File: src/logic/rtc_special_pkg.sv
`default_nettype none
package rtc_special_pkg;
	// Register offsets, as printed
	localparam logic [7:0] ADDR_CONTROL = 8'h0e;
	localparam logic [7:0] ADDR_STATUS  = 8'h0f;
	localparam logic [7:0] ADDR_CHARGER = 8'h10;

	// Control field positions
	localparam int BIT_OSC_DISABLE    = 7;
	localparam int BIT_BACKUP_OUT_EN  = 5;
	localparam int BIT_RATE_SELECT_HI = 4;
	localparam int BIT_RATE_SELECT_LO = 3;
	localparam int BIT_IRQ_SELECT     = 2;
	localparam int BIT_ALARM2_IRQ_EN  = 1;
	localparam int BIT_ALARM1_IRQ_EN  = 0;

	// Status field positions
	localparam int BIT_OSC_STOP_FLAG = 7;
	localparam int BIT_ALARM2_FLAG   = 1;
	localparam int BIT_ALARM1_FLAG   = 0;

	// Values after reset
	localparam logic [7:0] CONTROL_RESET = 8'h18;
	localparam logic [7:0] CHARGER_RESET = 8'h00;
	localparam logic       OSF_RESET     = 1'h1;

	// Writable bits of control; bit 6 is unused
	localparam logic [7:0] CONTROL_WMASK = 8'hbf;

	// Charger encodings
	localparam logic [3:0] CHARGER_KEY = 4'ha;
	localparam logic [1:0] DIODE_NONE  = 2'h1;
	localparam logic [1:0] DIODE_ONE   = 2'h2;
	localparam logic [1:0] RES_OFF     = 2'h0;

	// Square-wave rate codes
	localparam logic [1:0] RATE_1HZ  = 2'h0;
	localparam logic [1:0] RATE_4K   = 2'h1;
	localparam logic [1:0] RATE_8K   = 2'h2;
	localparam logic [1:0] RATE_32K  = 2'h3;

	// Divider of oscillator edges
	localparam int DIV_WIDTH   = 15;
	localparam int DIV_BIT_1HZ = 14;
	localparam int DIV_BIT_4K  = 2;
	localparam int DIV_BIT_8K  = 1;
	localparam logic [DIV_WIDTH-1:0] DIV_RESET = 15'h0000;

	// Synchroniser width: number of pins carried
	localparam int SYNC_WIDTH = 3;
endpackage
`default_nettype wire

File: src/logic/rtc_special_regs.sv
`timescale 1ns/1ps
`default_nettype none
module rtc_special_regs (
	input  wire logic       i_clock,
	input  wire logic       i_rst,
	input  wire logic       i_ptr_load,
	input  wire logic       i_wr_strobe,
	input  wire logic       i_rd_strobe,
	input  wire logic [7:0] i_wr_data,
	input  wire logic       i_alarm1_match,
	input  wire logic       i_alarm2_match,
	input  wire logic       i_osc_clk,
	input  wire logic       i_osc_fail,
	input  wire logic       i_on_backup,
	output logic      [7:0] o_rd_data,
	output logic            o_rd_valid,
	output logic      [7:0] o_pointer,
	output logic            o_osc_run,
	output logic            o_square_irq_pin_level,
	output logic            o_square_irq_pin_oe,
	output logic            o_charger_enable,
	output logic            o_charger_diode,
	output logic      [1:0] o_charger_resistor
);
	logic [7:0] control_q;
	logic [7:0] charger_q;
	logic       osc_stop_flag_q;
	logic       alarm2_flag_q;
	logic       alarm1_flag_q;
	logic       osc_disable_prev_q;
	logic       osc_fail_prev_q;
	logic       osc_level_prev_q;
	logic [2:0] pin_levels;
	logic       osc_level_s;
	logic       osc_fail_s;
	logic       on_backup_s;
	logic       square_wave;

	rtc_pin_sync u_sync (
		.i_clock  (i_clock),
		.i_rst    (i_rst),
		.i_pins   ({i_on_backup, i_osc_fail, i_osc_clk}),
		.o_levels (pin_levels)
	);

	assign osc_level_s = pin_levels[0];
	assign osc_fail_s  = pin_levels[1];
	assign on_backup_s = pin_levels[2];

	// Control fields
	wire       osc_disable          = control_q[rtc_special_pkg::BIT_OSC_DISABLE];
	wire       backup_output_enable = control_q[rtc_special_pkg::BIT_BACKUP_OUT_EN];
	wire       rate_select_hi       = control_q[rtc_special_pkg::BIT_RATE_SELECT_HI];
	wire       rate_select_lo       = control_q[rtc_special_pkg::BIT_RATE_SELECT_LO];
	wire       irq_select           = control_q[rtc_special_pkg::BIT_IRQ_SELECT];
	wire       alarm2_irq_enable    = control_q[rtc_special_pkg::BIT_ALARM2_IRQ_EN];
	wire       alarm1_irq_enable    = control_q[rtc_special_pkg::BIT_ALARM1_IRQ_EN];

	// Charger fields
	wire [3:0] charger_key     = charger_q[7:4];
	wire [1:0] diode_select    = charger_q[3:2];
	wire [1:0] resistor_select = charger_q[1:0];

	// Access decode: pointer load wins, then write, then read
	wire sel_control = (o_pointer == rtc_special_pkg::ADDR_CONTROL);
	wire sel_status  = (o_pointer == rtc_special_pkg::ADDR_STATUS);
	wire sel_charger = (o_pointer == rtc_special_pkg::ADDR_CHARGER);
	wire wr_go       = i_wr_strobe && !i_ptr_load;
	wire rd_go       = i_rd_strobe && !i_ptr_load && !i_wr_strobe;
	wire wr_control  = wr_go && sel_control;
	wire wr_status   = wr_go && sel_status;
	wire wr_charger  = wr_go && sel_charger;

	wire [7:0] pointer_d = i_ptr_load ? i_wr_data :
		(wr_go || rd_go) ? 8'(o_pointer + 8'h01) : o_pointer;

	wire [7:0] control_d = wr_control ? (i_wr_data & rtc_special_pkg::CONTROL_WMASK) :
		control_q;
	wire [7:0] charger_d = wr_charger ? i_wr_data : charger_q;

	// Stop events: detector edge, or software stopping the oscillator
	wire osc_fail_rise   = osc_fail_s && !osc_fail_prev_q;
	wire disable_rise    = osc_disable && !osc_disable_prev_q;
	wire osc_rise        = osc_level_s && !osc_level_prev_q;
	wire osc_stop_clear  = wr_status && !i_wr_data[rtc_special_pkg::BIT_OSC_STOP_FLAG];
	wire alarm2_clear    = wr_status && !i_wr_data[rtc_special_pkg::BIT_ALARM2_FLAG];
	wire alarm1_clear    = wr_status && !i_wr_data[rtc_special_pkg::BIT_ALARM1_FLAG];

	// Set wins over a same-cycle clear; writing 1 changes nothing
	wire osc_stop_flag_d = (osc_fail_rise || disable_rise) ? 1'b1 :
		osc_stop_clear ? 1'b0 : osc_stop_flag_q;
	wire alarm2_flag_d   = i_alarm2_match ? 1'b1 :
		alarm2_clear ? 1'b0 : alarm2_flag_q;
	wire alarm1_flag_d   = i_alarm1_match ? 1'b1 :
		alarm1_clear ? 1'b0 : alarm1_flag_q;

	wire [7:0] status_view = {osc_stop_flag_q, 5'h00, alarm2_flag_q, alarm1_flag_q};

	// Addresses outside this block read as zero here
	wire [7:0] rd_mux = sel_control ? control_q :
		sel_status ? status_view :
		sel_charger ? charger_q : 8'h00;

	// Pin behaviour
	wire alarm2_irq = irq_select && alarm2_irq_enable && alarm2_flag_q;
	wire alarm1_irq = irq_select && alarm1_irq_enable && alarm1_flag_q;
	wire irq_active = alarm2_irq || alarm1_irq;
	wire pin_level_d = irq_select ? !irq_active : square_wave;
	// Tri-state of the pad is left to the pad ring; we only gate enable
	wire pin_oe_d    = !on_backup_s || backup_output_enable;

	wire charger_on  = (charger_key == rtc_special_pkg::CHARGER_KEY) &&
		((diode_select == rtc_special_pkg::DIODE_NONE) ||
		(diode_select == rtc_special_pkg::DIODE_ONE)) &&
		(resistor_select != rtc_special_pkg::RES_OFF);
	wire charger_diode_d = charger_on && (diode_select == rtc_special_pkg::DIODE_ONE);
	wire [1:0] charger_res_d = charger_on ? resistor_select : rtc_special_pkg::RES_OFF;

	rtc_square_divider u_divider (
		.i_clock     (i_clock),
		.i_rst       (i_rst),
		.i_osc_level (osc_level_s),
		.i_osc_rise  (osc_rise),
		.i_rate      ({rate_select_hi, rate_select_lo}),
		.o_wave      (square_wave)
	);

	always_ff @(posedge i_clock) begin
		if (i_rst) begin
			control_q <= rtc_special_pkg::CONTROL_RESET;
			charger_q <= rtc_special_pkg::CHARGER_RESET;
			o_pointer <= 8'h00;
		end else begin
			control_q <= control_d;
			charger_q <= charger_d;
			o_pointer <= pointer_d;
		end
	end

	always_ff @(posedge i_clock) begin
		if (i_rst) begin
			osc_stop_flag_q <= rtc_special_pkg::OSF_RESET;
			alarm2_flag_q   <= 1'b0;
			alarm1_flag_q   <= 1'b0;
		end else begin
			osc_stop_flag_q <= osc_stop_flag_d;
			alarm2_flag_q   <= alarm2_flag_d;
			alarm1_flag_q   <= alarm1_flag_d;
		end
	end

	always_ff @(posedge i_clock) begin
		if (i_rst) begin
			osc_disable_prev_q <= 1'b0;
			osc_fail_prev_q    <= 1'b0;
			osc_level_prev_q   <= 1'b0;
		end else begin
			osc_disable_prev_q <= osc_disable;
			osc_fail_prev_q    <= osc_fail_s;
			osc_level_prev_q   <= osc_level_s;
		end
	end

	always_ff @(posedge i_clock) begin
		if (i_rst) begin
			o_rd_data  <= 8'h00;
			o_rd_valid <= 1'b0;
		end else begin
			o_rd_valid <= rd_go;
			if (rd_go) begin
				o_rd_data <= rd_mux;
			end
		end
	end

	always_ff @(posedge i_clock) begin
		if (i_rst) begin
			o_osc_run              <= 1'b1;
			o_square_irq_pin_level <= 1'b1;
			o_square_irq_pin_oe    <= 1'b1;
			o_charger_enable       <= 1'b0;
			o_charger_diode        <= 1'b0;
			o_charger_resistor     <= rtc_special_pkg::RES_OFF;
		end else begin
			o_osc_run              <= !osc_disable;
			o_square_irq_pin_level <= pin_level_d;
			o_square_irq_pin_oe    <= pin_oe_d;
			o_charger_enable       <= charger_on;
			o_charger_diode        <= charger_diode_d;
			o_charger_resistor     <= charger_res_d;
		end
	end
endmodule
`default_nettype wire

File: src/logic/rtc_pin_sync.sv
`timescale 1ns/1ps
`default_nettype none
module rtc_pin_sync (
	input  wire logic                                  i_clock,
	input  wire logic                                  i_rst,
	input  wire logic [rtc_special_pkg::SYNC_WIDTH-1:0] i_pins,
	output logic      [rtc_special_pkg::SYNC_WIDTH-1:0] o_levels
);
	logic [rtc_special_pkg::SYNC_WIDTH-1:0] meta_q;
	logic [rtc_special_pkg::SYNC_WIDTH-1:0] mid_q;
	logic [rtc_special_pkg::SYNC_WIDTH-1:0] late_q;

	genvar b;
	generate
		for (b = 0; b < rtc_special_pkg::SYNC_WIDTH; b = b + 1) begin : g_bit
			// Change counts once second and third stages agree
			always_ff @(posedge i_clock) begin
				if (i_rst) begin
					meta_q[b]   <= 1'b0;
					mid_q[b]    <= 1'b0;
					late_q[b]   <= 1'b0;
					o_levels[b] <= 1'b0;
				end else begin
					meta_q[b] <= i_pins[b];
					mid_q[b]  <= meta_q[b];
					late_q[b] <= mid_q[b];
					if (mid_q[b] == late_q[b]) begin
						o_levels[b] <= late_q[b];
					end
				end
			end
		end
	endgenerate
endmodule
`default_nettype wire

File: src/logic/rtc_square_divider.sv
`timescale 1ns/1ps
`default_nettype none
module rtc_square_divider (
	input  wire logic       i_clock,
	input  wire logic       i_rst,
	input  wire logic       i_osc_level,
	input  wire logic       i_osc_rise,
	input  wire logic [1:0] i_rate,
	output logic            o_wave
);
	logic [rtc_special_pkg::DIV_WIDTH-1:0] count_q;
	logic                                  wave_d;

	assign wave_d = (i_rate == rtc_special_pkg::RATE_32K) ? i_osc_level :
		(i_rate == rtc_special_pkg::RATE_8K) ? count_q[rtc_special_pkg::DIV_BIT_8K] :
		(i_rate == rtc_special_pkg::RATE_4K) ? count_q[rtc_special_pkg::DIV_BIT_4K] :
		count_q[rtc_special_pkg::DIV_BIT_1HZ];

	// Stopped oscillator gives no edges, so the wave freezes too
	always_ff @(posedge i_clock) begin
		if (i_rst) begin
			count_q <= rtc_special_pkg::DIV_RESET;
			o_wave  <= 1'b0;
		end else begin
			if (i_osc_rise) begin
				count_q <= count_q + 15'h0001;
			end
			o_wave <= wave_d;
		end
	end
endmodule
`default_nettype wire

File: config.mk
export PLATFORM = sky130hd
export DESIGN_NAME = rtc_special_regs
export DESIGN_NICKNAME = d
export VERILOG_FILES = /design/src/logic/rtc_special_pkg.sv /design/src/logic/rtc_special_regs.sv /design/src/logic/rtc_pin_sync.sv /design/src/logic/rtc_square_divider.sv
export SDC_FILE = /design/constraint.sdc
export NUM_CORES = 1
export LEC_CHECK = 0
export BUFFER_PORTS_ARGS = -buffer_cell sky130_fd_sc_hd__buf_2
export CORE_ASPECT_RATIO = 1.2
export CORE_MARGIN = 3
export CORE_UTILIZATION = 35
export DETAILED_ROUTE_END_ITERATION = 12
export GPL_TIMING_DRIVEN = 1
export REMOVE_ABC_BUFFERS = 1
export SLEW_MARGIN = 40
export SYNTH_ARGS = -nofsm -noshare
export SYNTH_HDL_FRONTEND = slang
export SYNTH_SLANG_ARGS = --single-unit
File: constraint.sdc
create_clock -name i_clock -period 1.9 [get_ports i_clock]
set_input_delay 0.285 -clock i_clock [delete_from_list [all_inputs] [get_ports i_clock]]
set_output_delay 0.285 -clock i_clock [all_outputs]
set_load 0.1 [all_outputs]
# Yosys cells after proc, flatten, opt, wreduce, memory -nomap -nowiden

Index checks and enable logic that the tools add are counted.

Register bits: 73
Input bits: 18
Logic and storage cells: 100

Bitwise logic cells: 1
Equal/unequal tests: 12
Muxes and demuxes: 13
Add/subtract/negate cells: 2
Reductions and logical operators: 41

Operators by type and width:

| operator                                             | number |
|---|---|
| two-way mux 8 bit                                    | 5 |
| logical AND 1 bit                                    | 19 |
| equality test 8 x 4 -> 1 bit (second input constant) | 2 |
| adder 15 x 1 -> 15 bit (second input constant)       | 1 |
| zero test 1 bit                                      | 11 |
| adder 8 x 1 -> 8 bit (second input constant)         | 1 |
| equality test 8 x 5 -> 1 bit (second input constant) | 1 |
| two-way mux 1 bit                                    | 8 |
| nonzero test 2 bit                                   | 4 |
| equality test 2 bit (second input constant)          | 3 |
| logical OR 1 bit                                     | 5 |
| equality test 2 x 1 -> 1 bit (second input constant) | 2 |
| equality test 4 bit (second input constant)          | 1 |
| OR reduction 2 bit                                   | 2 |
| equality test 1 bit                                  | 3 |
| NOT 1 bit                                            | 1 |

# Logic depth before layout (Yosys ltp)

Depth after elaboration: 6
Mapped depth: 7

# By module

From an unflattened synthesis, not the netlist that was laid out.

Cell total of the unflattened synthesis: 331
Area total of the unflattened synthesis: 3250.6 um^2

Modules (own cells, without submodules):

| module             | seq. area each (um^2) | times used | area each (um^2) | cells an instance |
|---|---|---|---|---|
| rtc_special_regs   | 900.9                 | 1          | 2079.5           | 216 |
| rtc_square_divider | 320.3                 | 1          | 783.3            | 84 |
| rtc_pin_sync       | 240.2                 | 1          | 387.9            | 31 |

# Least setup slack after synthesis

No wires, ideal clock.

Kind: reg2reg
From: register o_pointer[0]
To: register control_q[4]
Arrival time: 2.145 ns
Data required time: 1.780 ns
Setup slack: -0.365 ns
Setup time: 0.120 ns
Stages on the path, launching flop included: 8
Buffers on the path: 2
Cells stage by stage: dfxtp_1 -> inv_1 -> ha_1 -> and4b_1 -> clkbuf_1 -> and3_1 -> buf_4 -> mux2i_1

Word-level cells in the longest chain between the ends: 2

Ends and longest elaborated chain:

| element                      | RTL line                | source |
|---|---|---|
| start, declared              | rtc_special_regs.sv:17  | `output logic [7:0] o_pointer,` |
| start signal, assigned       | rtc_special_regs.sv:136 | `o_pointer <= pointer_d;` |
| equality test 8 x 4 -> 1 bit | rtc_special_regs.sv:65  | `wire sel_control = (o_pointer == rtc_special_pkg::ADDR_CONTROL);` |
| logical AND 1 bit            | rtc_special_regs.sv:70  | `wire wr_control = wr_go && sel_control;` |
| end signal, assigned         | rtc_special_regs.sv:130 | `control_q <= rtc_special_pkg::CONTROL_RESET;` |
| end signal, assigned         | rtc_special_regs.sv:134 | `control_q <= control_d;` |
| end, declared                | rtc_special_regs.sv:25  | `logic [7:0] control_q;` |

No other way between the ends.
A chain may end at the register's enable or synchronous reset.

# Worst setup path in the final report

From: register charger_q[2]
To: register o_charger_resistor[1]

Word-level cells in the longest chain between the ends: 6

Ends and longest elaborated chain:

| element                                                                    | RTL line                                         | source |
|---|---|---|
| start, declared                                                            | rtc_special_regs.sv:26                           | `logic [7:0] charger_q;` |
| start signal, assigned                                                     | rtc_special_regs.sv:131                          | `charger_q <= rtc_special_pkg::CHARGER_RESET;` |
| start signal, assigned                                                     | rtc_special_regs.sv:135                          | `charger_q <= charger_d;` |
| equality test 2 x 1 -> 1 bit / equality test 2 bit (equally long branches) | rtc_special_regs.sv:113, rtc_special_regs.sv:114 |  |
| logical OR 1 bit (*)                                                       | rtc_special_regs.sv:113                          | `((diode_select == rtc_special_pkg::DIODE_NONE) \|\|` |
| logical AND 1 bit (*)                                                      | rtc_special_regs.sv:112                          | `wire charger_on = (charger_key == rtc_special_pkg::CHARGER_KEY) &&` |
| logical AND 1 bit (*)                                                      | rtc_special_regs.sv:114                          | `(diode_select == rtc_special_pkg::DIODE_ONE)) &&` |
| NOT 1 bit (no source line) (*)                                             | --                                               |  |
| OR reduction 2 bit (no source line) (*)                                    | --                                               |  |
| end signal, assigned                                                       | rtc_special_regs.sv:183                          | `o_charger_resistor <= rtc_special_pkg::RES_OFF;` |
| end signal, assigned                                                       | rtc_special_regs.sv:190                          | `o_charger_resistor <= charger_res_d;` |
| end, declared                                                              | rtc_special_regs.sv:23                           | `output logic [1:0] o_charger_resistor` |

Mark *: on every way between the ends. The rest lies on a longest branch, timed or not.

==> run_results.csv <==
group,metric,value,unit
outcome,status,"completed",
place,gp_congestion,0.8184,
pwr,vdd_drop_max,0.3333,mV
timing,slew_headroom,0.6398,
worst_setup_path,cp.required,2190,ps
routing,wirelength,7.262,mm
floorplan,initial_core_util,0.3664,
synthesis,yosys-top-cells-count,"73 x dfxtp_1, 30 x nand2_1, 24 x nor2_1, 17 x mux2i_1",
synthesis,synth_top_area_frac,0.4559,
routing,drc_errors,0,
synthesis,synth_ff_type,"dfxtp_1",
floorplan,dieArea,10350,µm²
pwr,leakage,0.001425,µW
worst_setup_path,path_cells,"inv_1 > ha_1 > or4b_1 > nor3_1 > and2_1",
grt,gr-total-overflow,0,
synthesis,yosysWarnings,0,
timing,finalHoldViolCount,0,
finish,area_growth,15.38,%
job,drv_cap,0,
synthesis,synth.distinct_cells,52,
timing,worst_clock_skew,9.579,ps
clocking,path_clk_slew,70,ps
timing,slew_viol_final,0,
synthesis,yosys-top-cells-area,"dfxtp_1 46%, mux2i_1 5.3%, nand2_1 3.5%",
worst_setup_path,cp_max_fo,4,
floorplan,rows,37,
routing,post_drt_wl_per_cell,14.44,µm
timing,rsz0062_at_grt,"no",
clocking,clkLatencyLatePin,340,ps
synthesis,yosysTopAreaCell,"dfxtp_1",
synthesis,syn_area,3206,µm²
synthesis,syn_area_per_cell,9.401,µm²
place,place_hpwl,5.224,mm
place,place_worst_setup_slack,170.2,ps
worst_setup_path,crit_type,"reg2reg",
clocking,cts_sinks,73,
routing,vias,2617,
synthesis,syn_inst,341,
finish,antenna_cells,0,
routing,ant_nets,0,
timing,setup_violations,0,
synthesis,ys_seq_elements,73,
grt,grt_pass1_wl,12.12,mm
finish,fin_area,3699,µm²
synthesis,ys_seq_area_frac,0.4559,
grt,antenna_found_initial,0,
floorplan,die_width,93.37,µm
worst_setup_path,slowest_delay,460,ps
timing,setup_ws,181.7,ps
floorplan,die_y,110.8,µm
clocking,cts_buffer_depth,2,
pwr,power,3141,µW
synthesis,async_flop_share,0,
worst_setup_path,arrival,2010,ps
routing,drt-initial-drc-count,126,
floorplan,pin_count,42,
finish,drive_gt1_frac,0.2124,
hold_path,hp-class,"in2reg",
finish,fin_nets,405,
synthesis,synth-edff-count,0,
timing,clock.fmax,582.0,MHz
grt,first_global_vias,2576,
clocking,htreeDepth,3,
worst_setup_path,crit_family,"simple AND/OR/NAND/NOR gates",
timing,layout_min_cycle_time,1718,ps
clocking,postCtsSetupBuffers,0,
clocking,clockRootBuffer,"clkbuf_8",
timing,layout_worst_path_cycle_share,0.9044,
routing,routed_via_density,5.203,
clocking,hold_buffers,0,
grt,grt.total_usage,0.1466,
synthesis,yosysMostFrequentCell,"dfxtp_1",
clocking,cts_made_buffers,9,
worst_setup_path,slowest_stage,"or4b_1",
worst_setup_path,start_kind,"flip-flop",
finish,fin_util,0.4227,
routing,drt_first_pass_iters,4,
worst_setup_path,r2r_setup_slack,180,ps
timing,worstMarginPinSlew,539.7,ps
place,dpl_cell_area,3505,µm²
clocking,post_cts_resize_count,0,
grt,grt_max_degree,38,
finish,fill_cells,834,
floorplan,core_area,8750,µm²
pwr,powerDensity,849.3,nW/µm²
worst_setup_path,timing.critical_path.buf_inv,1,
clocking,cts_tree,"yes",
worst_setup_path,endpoint_kind,"flip-flop",
place,numPortBuffers,41,
-- final timing paths --
check                                         from  depth (start not counted)                     to
worst max-delay path                  charger_q[2]                          5  o_charger_resistor[1]
worst max register to register        charger_q[2]                          5  o_charger_resistor[1]
worst min-delay path                    i_osc_fail                          2       u_sync.meta_q[1]
worst min register to register  u_sync.o_levels[2]                          1    o_square_irq_pin_oe
-- where the power goes --
group          leakage, µW  total [µW]  switching [µW]  internal, µW
registers         0.000593        1600            35.5          1560
clock network    0.0000981        1190             561           632
logic             0.000734         351             262          88.8
-- cell usage in the layout (no fill, tap or decap), types with 3 or more instances in the layout --
cell type and instances:
a21oi_1 15, and2_1 5, a22oi_1 4, nor2_1 24, a211oi_1 9, nand2_1 30
o31ai_1 4, ha_1 5, a311oi_1 4, nand3_1 11, mux2_2 5, nor2b_1 15
dfxtp_1 73, mux2i_1 17, o22ai_1 5, nand4_1 8, nor4_1 10, o21ai_0 12
buf_2 41, or4_1 4, inv_1 14, o31a_1 3, or3_1 6, clkbuf_8 10
nand3b_1 3, buf_4 13
-- cell families after synthesis --
| family | share of synthesized area |
|---|---|
| AND/OR/NAND/NOR | 0.2385 |
| multiplexers | 0.07767 |
| adder cells (fa/ha/maj) | 0.01952 |
| buffers and inverters | 0.06323 |
| AO/OA/AOI/OAI | 0.1343 |
| flip-flops | 0.4559 |
| XOR/XNOR | 0.01093 |
-- state kept, by name, summed over array words and instances, names as in the netlist, 2 cells and up --
signal and count:
u_sync.o_levels 3, o_pointer 8, charger_q 8, o_charger_resistor 2
o_rd_data 8, control_q 7, u_sync.mid_q 3, u_sync.late_q 3
u_sync.meta_q 3, u_divider.count_q 15
-- routing by layer --
layer / track usage / part of all wire / up-vias
li1: - / - / 1317
met1: 0.1806 / 0.46 / 1223
met2: 0.2376 / 0.47 / 62
met3: 0.03259 / 0.046 / 15
met4: 0.07331 / 0.024 / 0
met5: 0 / 0 / -
-- area by class of cell --
| cell class | count | area [µm²] | share of cell area |
|---|---|---|---|
| Multi-Input combinational cell | 230 | 1541 | 0.4168 |
| Sequential cell | 73 | 1461 | 0.3951 |
| Timing Repair Buffer | 54 | 302.8 | 0.08187 |
| Tap cell | 117 | 146.4 | 0.03958 |
| Clock buffer | 10 | 137.6 | 0.03721 |
| Clock inverter | 5 | 56.30 | 0.01522 |
| Inverter | 14 | 52.55 | 0.01421 |
-- per-stage QoR --
| step | TNS, ps | hold WS, ps | std cells |
|---|---|---|---|
| 3_3_place_gp | 0 | 389.7 | 488 |
| 4_1_cts | 0 | 135.2 | 503 |
| 2_1_floorplan | -6055 | 351.7 | 317 |
| 5_1_grt | 0 | 150.9 | 503 |
| 6_report | 0 | 150.5 | 503 |
| 3_5_place_dp | 0 | 392.0 | 488 |
(Power assumes the default switching activity.)
